## src/glue_pkg.sv

```systemverilog
// shared constants for the bank latch glue block
package glue_pkg;

  // data and select widths
  localparam int DATA_W     = 8;
  localparam int BANK_W     = 3;
  localparam int SLOT_MEM_W = 3;
  localparam int SLOT_IO_W  = 3;
  localparam int FORCED_W   = 3;

  // i/o port addresses on the main cpu low address byte
  localparam logic [7:0] PORT_RETURN_DATA = 8'h33;
  localparam logic [7:0] PORT_BANK_SELECT = 8'h3d;

  // bank latch value while system reset is low: high, low, high
  localparam logic [2:0] BANK_RESET = 3'h5;

  // bit of the bank latch that splits the bank 3 window
  localparam int BANK_SPLIT_BIT = 2;

  // bank 3 memory window bounds
  localparam logic [15:0] BANK3_BASE = 16'h4000;
  localparam logic [15:0] BANK3_LAST = 16'h7fff;

  // data bus lanes forced low during system-off
  localparam logic [7:0] FORCED_LANES = 8'h07;

  // value driven on forced lanes
  localparam logic [2:0] FORCED_VALUE = 3'h0;

  // data register value after reset
  localparam logic [7:0] DATA_RESET = 8'h00;

  // registered address and key outputs after reset
  localparam logic INV_ADDR_RESET = 1'b0;
  localparam logic KEY_HIGH_RESET = 1'b0;

endpackage

```

## src/select_gate.sv

```systemverilog
// gates a group of active-low selects high while power is unsafe
`timescale 1ns/100ps
`default_nettype none

module select_gate #(
  parameter int WIDTH = 3
) (
  input  wire logic [WIDTH-1:0] sel_n_in,   // incoming active-low selects
  input  wire logic             block_in,   // high forces all selects inactive
  output logic      [WIDTH-1:0] sel_n_out   // gated active-low selects
);

  always_comb begin
    if (block_in) begin
      sel_n_out = '1;
    end else begin
      sel_n_out = sel_n_in;
    end
  end

endmodule

`default_nettype wire

```

## src/system_glue_bank_latch.sv

```systemverilog
// glue between the main cpu bus, the secondary cpu, memory slots and the uart clock
//
// Notes on behaviour
// - combined read strobe low only while the secondary cpu reads memory or i/o
// - system-off flag high forces data lanes 0 to 2 low
// - command/data strobe high on main cpu i/o write to port 3dh
// - the strobe latches data bits 2..0 onto the bank address outputs
// - i/o read of port 33h enables return data onto the main data bus
// - system reset low forces bank address outputs to high, low, high
// - inverted address bit 13 output is the inverse of address bit 13
// - active-low break key is sent inverted as active-high key signal
// - sub clock passes to the uart clock while on, low while off
// - top bank address bit splits the bank 3 window into two banks
// - on and battery good: slot selects pass straight through
// - off or weak battery: all six slot selects driven high
// - combined read output floats while the main cpu operates
`timescale 1ns/100ps
`default_nettype none

module system_glue_bank_latch
  import glue_pkg::*;
#(
  parameter int RET_W = DATA_W
) (
  input  wire logic                  sys_clk_in,                // 40 mhz system clock
  input  wire logic                  nrst_in,                   // async reset, active low

  // main cpu i/o bus
  input  wire logic [7:0]            addr_low_in,               // address bits 7..0
  input  wire logic                  addr_bit13_in,             // address bit 13
  input  wire logic                  iorq_n_in,                 // i/o request, low active
  input  wire logic                  rd_n_in,                   // read, low active
  input  wire logic                  wr_n_in,                   // write, low active
  input  wire logic [DATA_W-1:0]     data_in,                   // data bus level
  output logic      [DATA_W-1:0]     data_out,                  // data bus drive value
  output logic      [DATA_W-1:0]     data_oe_n_out,             // data lane enables, low drives
  input  wire logic                  main_cpu_active_in,        // main cpu owns the bus

  // secondary cpu read strobe sources
  input  wire logic                  memory_enable_zero_in,     // memory enable 0
  input  wire logic                  memory_enable_one_in,      // memory enable 1
  input  wire logic                  sub_read_timing_in,        // read timing, low active
  input  wire logic                  clock_phase_in,            // secondary clock phase
  input  wire logic                  bus_request_in,            // bus request
  output logic                       combined_read_n_out,       // combined read, low active
  output logic                       combined_read_oe_n_out,    // read pin enable, low drives

  // secondary cpu status and return data
  input  wire logic                  system_off_flag_in,        // high while system is off
  input  wire logic                  weak_battery_in,           // high on weak battery
  input  wire logic                  system_reset_n_in,         // system reset, low active
  input  wire logic [RET_W-1:0]      secondary_return_bits_in,  // return data bits
  output logic                       return_data_enable_n_out,  // return enable, low active
  output logic                       cmd_data_strobe_out,       // command/data strobe

  // address translation and bank select
  output logic [BANK_W-1:0]          bank_address_outputs_out,  // latched bank address
  output logic                       inverted_addr_bit13_out,   // inverted address bit 13
  input  wire logic                  bank3_chip_select_n_in,    // bank 3 window select
  output logic                       bank3_lower_sel_n_out,     // lower bank 3 half select
  output logic                       bank3_upper_sel_n_out,     // upper bank 3 half select

  // key and clock
  input  wire logic                  break_key_n_in,            // break/on key, low pressed
  output logic                       key_break_high_out,        // key pressed, high active
  input  wire logic                  sub_clock_in,              // 1.229 mhz sub clock
  output logic                       uart_clock_out,            // uart base clock

  // slot selects
  input  wire logic [SLOT_MEM_W-1:0] slot_memory_select_n_in,   // memory selects in
  input  wire logic [SLOT_IO_W-1:0]  slot_io_select_n_in,       // i/o selects in
  output logic      [SLOT_MEM_W-1:0] slot_memory_select_n_out,  // memory selects out
  output logic      [SLOT_IO_W-1:0]  slot_io_select_n_out       // i/o selects out
);

  logic io_read;
  logic io_write;
  logic ret_read;
  logic bank_write;
  logic bank_write_d;
  logic bank_write_rise;
  logic slot_block;
  logic sub_reading;
  logic addr_is_return;
  logic addr_is_bank;
  logic sub_mem_cycle;
  logic sub_read_phase;
  logic sub_bus_free;

  // main cpu i/o cycle decode
  assign io_read  = !iorq_n_in && !rd_n_in;
  assign io_write = !iorq_n_in && !wr_n_in;

  // full eight-bit port compare, so neighbouring ports stay untouched
  assign addr_is_return = (addr_low_in == PORT_RETURN_DATA);
  assign addr_is_bank   = (addr_low_in == PORT_BANK_SELECT);

  assign ret_read   = io_read && addr_is_return;
  assign bank_write = io_write && addr_is_bank;

  // strobe follows the write decode with no clock delay
  assign cmd_data_strobe_out = bank_write;

  // enable follows the read decode with no clock delay
  assign return_data_enable_n_out = !ret_read;

  // latch once per write cycle, on the strobe's leading edge
  always_ff @(posedge sys_clk_in or negedge nrst_in) begin
    if (!nrst_in) begin
      bank_write_d <= 1'b0;
    end else begin
      bank_write_d <= bank_write;
    end
  end

  assign bank_write_rise = bank_write && !bank_write_d;

  // bank latch; system reset takes priority over a write
  always_ff @(posedge sys_clk_in or negedge nrst_in) begin
    if (!nrst_in) begin
      bank_address_outputs_out <= BANK_RESET;
    end else if (!system_reset_n_in) begin
      bank_address_outputs_out <= BANK_RESET;
    end else if (bank_write_rise) begin
      bank_address_outputs_out <= data_in[BANK_W-1:0];
    end else begin
      bank_address_outputs_out <= bank_address_outputs_out;
    end
  end

  // bank 3 window split by the top latch bit
  always_comb begin
    bank3_lower_sel_n_out = 1'b1;
    bank3_upper_sel_n_out = 1'b1;
    if (!bank3_chip_select_n_in) begin
      if (bank_address_outputs_out[BANK_SPLIT_BIT]) begin
        bank3_upper_sel_n_out = 1'b0;
      end else begin
        bank3_lower_sel_n_out = 1'b0;
      end
    end
  end

  // data bus drive value, sampled every cycle
  // low lanes held at zero while off so their input level is fixed
  always_ff @(posedge sys_clk_in or negedge nrst_in) begin
    if (!nrst_in) begin
      data_out <= DATA_RESET;
    end else if (system_off_flag_in) begin
      data_out <= {secondary_return_bits_in[DATA_W-1:FORCED_W], FORCED_VALUE};
    end else begin
      data_out <= secondary_return_bits_in[DATA_W-1:0];
    end
  end

  // lane enables: return read drives all, system-off drives the low lanes
  always_comb begin
    if (ret_read) begin
      data_oe_n_out = '0;
    end else if (system_off_flag_in) begin
      data_oe_n_out = ~FORCED_LANES;
    end else begin
      data_oe_n_out = '1;
    end
  end

  // secondary cpu read detection
  assign sub_mem_cycle  = memory_enable_zero_in || memory_enable_one_in;
  assign sub_read_phase = !sub_read_timing_in && clock_phase_in;
  assign sub_bus_free   = !bus_request_in;

  // read timing alone also idles low, so qualify it with the cycle type
  assign sub_reading = sub_mem_cycle && sub_read_phase && sub_bus_free;

  assign combined_read_n_out    = !sub_reading;
  // wire-ored with the main cpu read, so float while it owns the bus
  assign combined_read_oe_n_out = main_cpu_active_in;

  // registered inverted address bit 13
  always_ff @(posedge sys_clk_in or negedge nrst_in) begin
    if (!nrst_in) begin
      inverted_addr_bit13_out <= INV_ADDR_RESET;
    end else begin
      inverted_addr_bit13_out <= !addr_bit13_in;
    end
  end

  // registered active-high key
  always_ff @(posedge sys_clk_in or negedge nrst_in) begin
    if (!nrst_in) begin
      key_break_high_out <= KEY_HIGH_RESET;
    end else begin
      key_break_high_out <= !break_key_n_in;
    end
  end

  // gated so the uart clock edges follow the sub clock directly
  assign uart_clock_out = sub_clock_in && !system_off_flag_in;

  // slot devices lose power when off, so their selects must stay inactive
  assign slot_block = system_off_flag_in || weak_battery_in;

  select_gate #(
    .WIDTH (SLOT_MEM_W)
  ) u_mem_gate (
    .sel_n_in  (slot_memory_select_n_in),
    .block_in  (slot_block),
    .sel_n_out (slot_memory_select_n_out)
  );

  select_gate #(
    .WIDTH (SLOT_IO_W)
  ) u_io_gate (
    .sel_n_in  (slot_io_select_n_in),
    .block_in  (slot_block),
    .sel_n_out (slot_io_select_n_out)
  );

endmodule

`default_nettype wire

```

## config.mk

```make
export PLATFORM = sky130hd
export DESIGN_NAME = system_glue_bank_latch
export DESIGN_NICKNAME = d
export VERILOG_FILES = /design/src/glue_pkg.sv /design/src/select_gate.sv /design/src/system_glue_bank_latch.sv
export SDC_FILE = /design/constraint.sdc
export NUM_CORES = 1
export LEC_CHECK = 0
export ABC_AREA = 1
export BUFFER_PORTS_ARGS = -buffer_cell sky130_fd_sc_hd__buf_4
export CORE_MARGIN = 10
export CORE_UTILIZATION = 35
export CTS_CLUSTER_DIAMETER = 40
export DETAILED_ROUTE_END_ITERATION = 8
export GPL_ROUTABILITY_DRIVEN = 0
export HOLD_SLACK_MARGIN = 0.05
export PLACE_DENSITY = 0.81
export SLEW_MARGIN = 20
export SYNTH_ARGS = -nofsm -noshare
export SYNTH_HDL_FRONTEND = slang
export SYNTH_SLANG_ARGS = --single-unit
```

## constraint.sdc

```tcl
create_clock -name sys_clk_in -period 2.7 [get_ports sys_clk_in]
set_clock_uncertainty 0.1 [all_clocks]
set_input_delay 0.135 -clock sys_clk_in [delete_from_list [all_inputs] [get_ports sys_clk_in]]
set_output_delay 0.135 -clock sys_clk_in [all_outputs]
set_load 0.01 [all_outputs]
```

==> impl.org, run 1 <==
** Drt
- Post-detailed-route DRC marker count :: 0
- Wires add up to roughly 2.6 mm.
- Count of routing violations after the opening detailed-route iteration :: 39
- Residual antenna-violating net count after detailed routing :: 0
- Routed wirelength normalized by instance count :: around 13 um
- The routed layout has between 800 and 900 vias.
- Dividing the detail-routed via count by the number of cells gives 4.13.
- The first detailed-routing pass took 4 iterations.

** Critical path
- The worst setup path is captured at an output port.
- Setup crit start kind :: input port
- Most frequent CP cell :: sky130_fd_sc_hd__buf_4
- Reg2reg setup slack :: 1.22 ns
- Ordered list of cells on the worst path :: dlygate4sd3_1, buf_4, nor2_1, nand2_1, buf_4
- Startpoint of the worst-slack reg-to-reg timing path :: bank_write_d
- The endpoint identified for the worst register-to-register timing path is bank_address_outputs_out[0].
- Counting both buffers and inverters, the worst setup path holds a total of 3.
- The critical path is of the in2out type.
- Highest cell delay on the worst timing path :: approximately 0.54 ns
- For this design, the slowest cell found on the critical path is sky130_fd_sc_hd__dlygate4sd3_1.
- Data arrival time at the worst-slack endpoint :: ~1.4 ns
- Grouping stages by cell kind, the critical path spends the most delay in buffers and inverters.
- Critical path peak fanout :: 6
- For the worst setup path, the data required time is 2.47 ns.
- Counting cells, the worst reg-to-reg path comes to 5.

** Final layout
- Non-filler cells, final :: 199
- Of the cells placed in the final design, the portion with a size suffix greater than 1 is a little over half.
- # nets final :: ~220
- Layout-stage area growth over the synthesis result :: 98.5%
- The number of antenna diodes in the final layout is 0.
- After routing the design area is roughly 1400 um2.

** Place
- The count of buffers added on input and output ports is 74.
- Post-detail-place hpwl :: 2.10 mm
- After detailed placement, the design holds a cell count of 179.
- Placement-stage cell area :: around 1300 um2

** Clocking
- Clock Sink Count :: 14
- Clock-pin slew was measured on the worst setup and hold paths at around 0.08 ns.
- TritonCTS built the clock tree.
- Buffers added to address setup during post-CTS repair amount to 0.
- CTS built an H-tree with a depth of 1.
- The later pin in the worst-skew pair is clocked with a latency of roughly 0.26 ns.
- The cell sitting at the root of the clock tree is a sky130_fd_sc_hd__clkbuf_4.
- Counting the buffers created by CTS gives 3.
- Maximum buffer depth of the clock tree :: 2

** Synth
- Distinct cells, synth :: 19
- sky130_fd_sc_hd__dfrtp_1 takes more of the synthesized area than any other cell.
- The number of nets handed over by synthesis was around 130.
- Mean instance size in the synthesized netlist :: 8.45 um2
- The share of the Yosys chip area taken by registers is between 40% and 50%.
- Ranked by total cell area, the synthesized netlist is headed by sky130_fd_sc_hd__dfrtp_1, sky130_fd_sc_hd__inv_1, sky130_fd_sc_hd__buf_4, sky130_fd_sc_hd__dfstp_2, sky130_fd_sc_hd__nand2_1.
- #FFs+latches synth :: 14
- Area fraction of the dominant cell type after synthesis :: about two fifths
- The cell area that synthesis handed to floorplanning was a little over 700 um2.
- Yosys warnings :: 0
- Synthesized instance count :: 86

** Floorplanning
- The floorplan step defined a core boundary enclosing between 1500 and 2000 um2.
- Cell Rows :: 16
- Pin placement for this block handled 82 I/O pins.
- In this run the vertical extent of the chip is about 66 um.
- Width of the die :: between 60 and 70 um
- Initial Util :: between 30 and 40%
- The die covers approximately 4300 um2.

** Worst hold path
- Cells on Worst Hold Path :: 4
- The worst hold path belongs to the class in2reg.
- The worst hold path begins at addr_low_in[7].
- Worst Hold Endpoint :: bank_write_d

** Power and ir drop
- For this design the ratio of total power to cell area is 321 nW/um2.
- Worst supply voltage drop on vdd :: 0.181 mV
- Overall power consumption after layout is estimated at about 0.46 mW.
- In this run the static leakage power is just under 0.8 nW.

** Timing
- Portion of the clock cycle consumed by the worst path in the final layout :: roughly 61%
- Setup violations remaining at the end of the flow were counted as 0.
- Setup repair after global routing left no endpoint under its margin.
- Worst slew margin relative to its limit :: approximately three quarters
- The number of max-slew violations in the final report is 0.
- Tightest Pin Transition :: around 0.35 ns
- Period minus WS final :: approximately 1.6 ns
- Across all hold checks on the routed design, the worst slack comes to ~0.06 ns.
- Maximum clock frequency :: 0.607 GHz
- Final hold violation count :: 0
- Final total negative setup slack :: 0 ns

** GRT
- For this run the aggregate overflow at the end of global routing stands at 0.
- The number of global-route vias before repair is 916.
- Global routing used 12.0% of the available tracks across all layers.
- The initial antenna violation count was 0.
- Maximum number of pins on one net before global-route repair :: 15
- The first global-routing pass estimated approximately 4.2 mm of wire.

** Run status
- Outcome :: completed

** Flow run
- Across the run, the number of max-cap violations was 0.
-- flip-flops by register name, summed over array words and instances (netlist names) --
signal                    count
data_out                      8
key_break_high_out            1
inverted_addr_bit13_out       1
bank_address_outputs_out      3
bank_write_d                  1
-- per-layer routing --
layer | global-route usage (%) | up-vias | routed length (um)
li1 | - | 425 | -
met1 | 12.2 | 352 | 919
met2 | 22.3 | 45 | 1370
met3 | 6.27 | 0 | 330
met4 | 0.802 | 0 | 0
met5 | 0 | - | 0
-- placed cells by master (no fill, tap or decap) --
master,instances
sky130_fd_sc_hd__buf_4,74
sky130_fd_sc_hd__clkbuf_1,1
sky130_fd_sc_hd__clkbuf_4,3
sky130_fd_sc_hd__dfrtp_1,12
sky130_fd_sc_hd__dfstp_2,2
sky130_fd_sc_hd__dlygate4sd3_1,16
sky130_fd_sc_hd__inv_1,18
sky130_fd_sc_hd__inv_2,2
sky130_fd_sc_hd__nand2_1,13
sky130_fd_sc_hd__nand2_2,3
sky130_fd_sc_hd__nand2_4,1
sky130_fd_sc_hd__nand3_1,4
sky130_fd_sc_hd__nand4_1,5
sky130_fd_sc_hd__nor2_1,7
sky130_fd_sc_hd__nor2_2,3
sky130_fd_sc_hd__nor2_4,2
sky130_fd_sc_hd__nor2b_1,1
sky130_fd_sc_hd__nor3_2,1
sky130_fd_sc_hd__nor3b_1,1
sky130_fd_sc_hd__nor4_1,1
sky130_fd_sc_hd__o21ai_1,1
sky130_fd_sc_hd__or2_1,1
-- power by group --
group          switching [mW]  internal [mW]
Combinational          0.0491         0.0781
Clock                  0.0601         0.0570
Sequential            0.00201          0.217
Total                   0.111          0.352
-- Yosys cell counts --
master,n
sky130_fd_sc_hd__nor4_1,1
sky130_fd_sc_hd__dfrtp_1,12
sky130_fd_sc_hd__nor2_1,7
sky130_fd_sc_hd__buf_4,8
sky130_fd_sc_hd__nor3b_1,1
sky130_fd_sc_hd__nand2_2,3
sky130_fd_sc_hd__or2_1,1
sky130_fd_sc_hd__inv_2,2
sky130_fd_sc_hd__inv_1,18
sky130_fd_sc_hd__nand4_1,5
sky130_fd_sc_hd__nor2b_1,1
sky130_fd_sc_hd__nor2_4,2
sky130_fd_sc_hd__nand3_1,4
sky130_fd_sc_hd__dfstp_2,2
sky130_fd_sc_hd__o21ai_1,1
sky130_fd_sc_hd__nor3_2,1
sky130_fd_sc_hd__nor2_2,3
sky130_fd_sc_hd__nand2_4,1
sky130_fd_sc_hd__nand2_1,13
-- worst max path at each step --
stage / from / cells after the start / slack (ns) / endpoint
after floorplan: addr_low_in[6] / 6 / 1.39 / data_oe_n_out[1]
after global placement: addr_low_in[6] / 7 / 1.34 / data_oe_n_out[1]
after detailed placement: addr_low_in[7] / 7 / 1.32 / data_oe_n_out[0]
after CTS: system_off_flag_in / 5 / 1.06 / slot_io_select_n_out[2]
after global routing: system_off_flag_in / 5 / 0.95 / slot_io_select_n_out[2]
final: system_off_flag_in / 5 / 1.05 / slot_io_select_n_out[2]
-- area by class of cell --
type	count	area [um2]
timing repair buffer	90	716
fill	153	519
sequential	14	353
multi-input combinational	44	239
inverter	20	75.1
tap	27	33.8
clock buffer	4	26.3
-- worst reg2reg max path: cells and delay by family, from the launching register on --
family / cells / cell delay (ns)
buffers and inverters: 2 / 0.69
and+or+nand+nor: 3 / 0.25
DFF: 1 / 0.37
-- cells by family after synthesis --
kind of cell           Yosys count  synth area share (%)
AO/OA/AOI/OAI                    1                 0.688
flip-flops                      14                  48.5
AND/OR/NAND/NOR                 43                  32.2
buffers and inverters           28                  18.6
-- timing repair --
action	4_1_cts	5_1_grt
endpoints found under the hold margin	27	0
hold buffers	16	0
gates resized for setup	0	0
-- metrics by stage --
stage | util [%] | setup WS, ns
final | 73.5 | 1.05
after global routing | 73.5 | 0.946
after CTS | 73.5 | 1.06
after detailed placement | 64.0 | 1.32
after global placement | 64.0 | 1.34
after floorplan | - | 1.39
Note: power is estimated with default switching activity, not from simulation.
==> run 2: changes to the inputs <==
Settings changed: CORE_UTILIZATION 35 to 33, PLACE_DENSITY 0.81 to 0.77.
Clock period 2.7 ns to 1.65 ns, I/O delays scaled along.
==> run 2 against run 1 <==
Compared with the run above: final cell count grew 2.0%; clock-buffer cell count is the same; flip-flop and latch count did not move; largest cell class unchanged; critical path depth up 1.
==> impl.org, run 2 (synthesis gave the netlist of run 1 again) <==
** Timing
- Tightest Pin Transition :: ~0.34 ns
- Pins Over Slew Limit :: 0
- Worst slew margin relative to its limit :: between 70% and 80%
- Final hold analysis gives a worst-case slack of around 0.057 ns.
- After layout, the worst path uses 96.1% of the clock period.
- Final setup fails :: 0
- After layout, the minimum clock period comes to 1.59 ns.
- Maximum clock frequency :: about 0.63 GHz
- Final hold violation count :: 0

** GRT
- The number of global-route vias before repair came to a little over 1000.
- The first global-routing pass estimated between 4 and 5 mm of wire.
- Sum of overflow across all layers after global routing :: 0
- Maximum number of pins on one net before global-route repair :: 15
- Antenna violations before repair :: 0
- Combined global-route utilization of all metal layers :: between 10 and 15%

** Final layout
- In the final layout, the registers with the most flip-flops are data_out: 8 flops, bank_address_outputs_out: 3 flops.
- Commonest cells after routing, fill and taps aside :: sky130_fd_sc_hd__buf_4, sky130_fd_sc_hd__dlygate4sd3_1, sky130_fd_sc_hd__inv_1
- Leaving out fill and tap cells, the most frequent cell in the layout is sky130_fd_sc_hd__buf_4.
- The area growth from synthesis to layout is 106%.
- Layout cell share with drive strength beyond 1 :: a little over half
- The finished layout holds 203 standard cells, fillers aside.
- Measured on the finished design, the core utilization comes to between 70% and 80%.
- The filler cells instantiated in the layout total between 100 and 150.
- The number of antenna diodes in the final layout is 0.
- The register with the most flip-flops in the layout has 8 of them.
- # nets final :: about 230
- Register name with the most flops :: data_out

** Clocking
- CTS placed an instance of sky130_fd_sc_hd__clkbuf_4 at the clock tree root.
- Clock tree synthesis inserted a total of 3 buffers.
- Maximum buffer depth of the clock tree :: 2
- CTS tree :: done
- H-tree levels :: 1
- CTS saw 14 sinks.
- Post-CTS clock slew at the launch and capture registers of the worst setup and hold paths :: approximately 0.08 ns
- Clock latency on the worst-skew pair, taken at its later pin, is roughly 0.28 ns.

** Drt
- In the routed design, unresolved DRC markers number 0.
- Routed wirelength normalized by instance count :: roughly 16 um
- Number of vias after detailed routing :: around 900
- Vias per cell :: 4.42
- Residual antenna-violating net count after detailed routing :: 0
- Count of routing violations after the opening detailed-route iteration :: 39
- The first detailed-routing pass ran for 3 iterations.
- Summed over all layers, the routed wires come to approximately 3.2 mm.

** Floorplanning
- Y dimension of the die :: around 67 um
- Die Area :: between 4000 and 5000 um2
- Once the floorplan was initialized, standard cells occupied 36.0% of the core.
- The floorplan has 16 rows.
- The core region is around 2000 um2.
- Width of the die :: ~67 um
- Number of primary I/O pins :: approximately 80

** Critical path
- The worst setup path is of the in2out kind.
- Element type at the critical path end :: output port
- Data required time of the critical path :: between 1 and 1.5 ns
- STA puts the critical path data arrival time at between 1 and 1.5 ns.
- In this run the worst path has a maximum fanout of 3.
- STA classifies the critical path startpoint as an input port.

** Power and ir drop
- Dividing total power by cell area gives a power density of between 500 and 600 nW/um2.
- Power, Total :: 0.828 mW
- For this design the static power due to leakage is 0.793 nW.
- Worst supply voltage drop on vdd :: approximately 0.31 mV

** Flow run
- Total of max-cap violations :: 0

** Place
- In this run the tool buffered the top-level ports with 74 buffer cells.
- DP Cell Count :: 179
- Post-detail-place hpwl :: ~2.3 mm

** Run status
- Outcome :: completed

** Worst hold path
- In this run the worst hold path is classified as in2reg.
[run 2: cell types whose count changed in the layout (fill, tap and decap cells not counted)]
| cell | delta |
|---|---|
| sky130_fd_sc_hd__dlygate4sd3_1 | +4 |
| sky130_fd_sc_hd__clkbuf_1 | -1 |
| sky130_fd_sc_hd__clkbuf_8 | +1 |
| sky130_fd_sc_hd__nor4_1 | -1 |
| sky130_fd_sc_hd__nor4_2 | +1 |
[run 2: layer usage]
layer / routed length [um] / global-route usage [%] / vias to the layer above
met4: 41 / 3.85 / 0
li1: - / - / 430
met2: 1680 / 27.0 / 52
met3: 405 / 7.53 / 6
met1: 1120 / 13.2 / 409
met5: 0 / 0 / -
[run 2: where the power goes]
part / switching, mW / total (mW) / internal (mW)
sequential: 0.00442 / 0.360 / 0.356
clock: 0.112 / 0.246 / 0.134
combinational: 0.0887 / 0.222 / 0.134
total: 0.205 / 0.828 / 0.624
[run 2: layout make-up]
type | count | area, um2 | area share (%)
clock buffer | 4 | 36.3 | 2.42
inverter | 20 | 75.1 | 5.01
multi-input combinational | 44 | 245 | 16.4
sequential | 14 | 353 | 23.5
tap | 27 | 33.8 | 2.25
timing repair buffer | 94 | 756 | 50.4
[run 2: path summary, 6_finish.rpt]
| path | to | slack, ns | startpoint | cells past startpoint |
|---|---|---|---|---|
| min | bank_address_outputs_out[1] | 0.06 | wr_n_in | 6 |
| max reg2reg | bank_address_outputs_out[0] | 0.12 | bank_write_d | 5 |
| min reg2reg | bank_address_outputs_out[2] | 0.43 | bank_address_outputs_out[2] | 2 |
| min in group asynchronous | data_out[4] | 0.08 | nrst_in | 2 |
| max in group asynchronous | bank_address_outputs_out[0] | 1.13 | nrst_in | 2 |
| max | cmd_data_strobe_out | 0.06 | iorq_n_in | 6 |
[run 2: metrics by stage]
step | setup TNS, ns | instance area [um2] | setup slack, ns
after floorplan | 0 | 727 | 0.447
after global placement | 0 | 1260 | 0.383
after detailed placement | 0 | 1260 | 0.345
after CTS | 0 | 1460 | 0.0188
after global routing | -0.0231 | 1500 | -0.0231
final | 0 | 1500 | 0.0636
[run 2: timing repair]
item / CTS / global route
endpoints found under the setup margin: 0 / 1
hold buffers: 17 / 3
resized for setup: 0 / 1
buffers inserted: 0 / 0
hold endpoints to repair: 28 / 1
[run 2: worst max-delay path: stages]
cell                            delay (ns)
sky130_fd_sc_hd__buf_4                0.12
sky130_fd_sc_hd__inv_2                0.06
sky130_fd_sc_hd__nand2_4              0.06
sky130_fd_sc_hd__dlygate4sd3_1        0.57
sky130_fd_sc_hd__nor4_2               0.34
sky130_fd_sc_hd__buf_4                0.19
==> run 3: changes to the inputs <==
==> constraint.sdc (replaced) <==
create_clock -name sys_clk_in -period 1.7 [get_ports sys_clk_in]
set_clock_uncertainty 0.1 [all_clocks]
set_input_delay 0 -clock sys_clk_in [delete_from_list [all_inputs] [get_ports sys_clk_in]]
set_output_delay 0 -clock sys_clk_in [all_outputs]
set_load 0.01 [all_outputs]
==> run 3 against run 2 <==
Compared with the run above: worst hold slack worse by 0.056 ns; flip-flop and latch count stayed put; global-route usage up 0.52 points; clock-buffer cell count did not move; final cell count rose by 3.9%; sequential share of layout area fell by 1.3 points; largest cell class unchanged.
==> impl.org, run 3 (synthesis gave the netlist of run 1 again) <==
** Clocking
- Maximum buffer depth of the clock tree :: 2
- CTS saw 14 sinks.
- TritonCTS built the clock tree.
- The tree is rooted in a sky130_fd_sc_hd__clkbuf_4.
- Post-CTS clock slew at the launch and capture registers of the worst setup and hold paths :: around 0.090 ns
- CTS built an H-tree with a depth of 1.
- Clock latency on the worst-skew pair :: approximately 0.27 ns
- Number of buffers added by the clock tree synthesis step :: 3

** Timing
- The number of max-slew violations in the final report came to 0.
- The worst pin sits at a relative slew slack of about 63%.
- Setup violations remaining at the end of the flow were counted as 0.
- Period minus WS final :: around 1.6 ns
- Portion of the clock cycle consumed by the worst path in the final layout :: between 90% and 100%
- Maximum clock frequency :: between 0.6 and 0.7 GHz
- Tightest Pin Transition :: ~0.55 ns
- Adding up every negative setup slack in the final design gives 0 ns.
- The number of hold violations in the final report was 0.
- RSZ-0062 raised after global routing :: no
- Final worst hold slack :: between 0.001 and 0.0015 ns

** Floorplanning
- Number of primary I/O pins :: between 80 and 90
- Die Area :: around 4500 um2
- The die is ~67 um wide.
- The core region is 2020 um2.
- For this configuration, the core starts out at a cell density of a little over a third.
- After floorplanning, the core was divided into 16 placement rows.
- Y dimension of the die :: roughly 67 um

** Drt
- Once detail routing completed, the nets flagged for antenna violations numbered 0.
- Drt total wl :: 3.45 mm
- After the first detailed-routing iteration, the DRC count stood at 28.
- Drt first pass iters :: 4
- Post-detailed-route DRC marker count :: 0
- In the final routed layout, each cell accounts on average for about 16 um.
- For this block, the via count after detailed routing is 940.
- Dividing the detail-routed via count by the number of cells gives roughly 4.5.

** Place
- Placement-stage cell area :: between 1000 and 1500 um2
- Once detailed placement completed, the half-perimeter wirelength came to 2.28 mm.
- Number of port buffers :: 74

** Power and ir drop
- Overall power consumption after layout is estimated at approximately 0.81 mW.
- Switching fraction of total power :: about 25%
- Of the total power, combinational logic draws between 20% and 30%.
- Cell internal power was estimated by the tool at 0.613 mW.
- Power share of the sequential group :: between 40 and 50%
- Switching power total :: between 0.2 and 0.25 mW
- The clock network accounts for 29.0% of the total power.
- In this run the static leakage power is between 0.8 and 0.9 nW.
- Power Dens Cells :: 514 nW/um2
- The worst-case IR drop observed on VDD is about 0.32 mV.

** Final layout
- Relative to the synthesized area, the layout overhead comes to 118%.
- # nets final :: approximately 230
- Number of antenna diodes :: 0
- Commonest cells after routing, fill and taps aside :: sky130_fd_sc_hd__buf_4, sky130_fd_sc_hd__dlygate4sd3_1, sky130_fd_sc_hd__inv_1
- In the final layout, the registers with the most flip-flops are data_out: 8 flops, bank_address_outputs_out: 3 flops.
- Leading cell type in the layout, fill and taps excluded :: sky130_fd_sc_hd__buf_4
- Layout cell share with drive strength beyond 1 :: a little over half
- Register name with the most flops :: data_out
- Final core utilization :: between 70% and 80%
- Post-route cell area :: around 1600 um2
- The register with the most flip-flops in the layout has 8 of them.
- After filler insertion, the fill cell instance count of the layout stands at around 130.

** Critical path
- Of all nets on the critical path, the largest fanout is 3.
- Data arrival time at the worst-slack endpoint :: ~1.7 ns
- The worst setup path is captured at a register.
- Setup crit start kind :: input port
- STA puts the critical path data required time at approximately 1.8 ns.
- The critical path is of the in2reg type.

** GRT
- In the global route stage, overall resource usage came out at around 15%.
- Sum of overflow across all layers after global routing :: 0
- Number of global-route vias before repair :: around 1100
- The initial antenna violation count is 0.
- First-pass GRT wire length :: 5.23 mm
- Entering global routing, the biggest net connects 13 pins.

** Worst hold path
- The worst hold path belongs to the class in2reg.

** Run status
- The run finished with clean final reports.

** Flow run
- Max-cap violations in this run came to 0.
run 3: cell types whose count changed in the layout (fill, tap and decap cells not counted), sizes merged:
cell / delta
dlygate4sd3: +2
buf: +5
dlymetal6s4s: +1
run 3: routing by layer:
| metal | global-route usage (%) | wire [um] | up-vias |
|---|---|---|---|
| li1 | - | - | 447 |
| met1 | 15.6 | 1280 | 434 |
| met2 | 27.1 | 1750 | 57 |
| met3 | 5.69 | 400 | 2 |
| met4 | 3.85 | 12 | 0 |
| met5 | 0 | 0 | - |
run 3: power by group through the flow:
stage               registers, mW  clock network (mW)  logic, mW
floorplan                   0.362                   0     0.0459
global placement            0.354                   0      0.172
detailed placement          0.355                   0      0.177
CTS                         0.348               0.240      0.216
global route                0.352               0.258      0.248
finish                      0.350               0.236      0.228
run 3: final timing paths:
check                      slack (ns)                          end                         from  cells after the start
max                              0.10  bank_address_outputs_out[0]                      wr_n_in                      8
min                             0.001  bank_address_outputs_out[1]               addr_low_in[1]                      6
max reg2reg                      0.27  bank_address_outputs_out[0]                 bank_write_d                      4
min reg2reg                      0.42  bank_address_outputs_out[0]  bank_address_outputs_out[0]                      2
max in group asynchronous        0.43                  data_out[2]                      nrst_in                      3
min in group asynchronous        0.11  bank_address_outputs_out[0]                      nrst_in                      2
run 3: stage by stage:
stage	std cells	setup WS, ns
finish	211	0.103
global route	211	0.0416
CTS	207	0.0182
detailed placement	179	0.578
global placement	179	0.596
floorplan	86	0.662
run 3: timing repair:
item / in CTS / in global routing
setup endpoints to repair: 0 / 6
gates resized for setup: 0 / 6
hold buffers: 24 / 1
setup buffers: 0 / 5
hold endpoints to repair: 29 / 1
run 3: layout make-up:
class / instances / area [um2] / share of cell area [%]
well taps: 27 / 33.8 / 2.13
inverters: 20 / 75.1 / 4.74
multi-input cells: 44 / 258 / 16.3
clock buffers: 4 / 36.3 / 2.29
flip-flops and latches: 14 / 353 / 22.3
repair buffers: 102 / 830 / 52.3
run 3: worst max-delay path, stage by stage:
cell and delay, ns:
sky130_fd_sc_hd__dlygate4sd3_1 0.54, sky130_fd_sc_hd__buf_4 0.14, sky130_fd_sc_hd__nor2_2 0.10, sky130_fd_sc_hd__nand2_2 0.09, sky130_fd_sc_hd__nor2_4 0.12, sky130_fd_sc_hd__nand4_1 0.08
sky130_fd_sc_hd__dlygate4sd3_1 0.56, sky130_fd_sc_hd__nand3_1 0.08
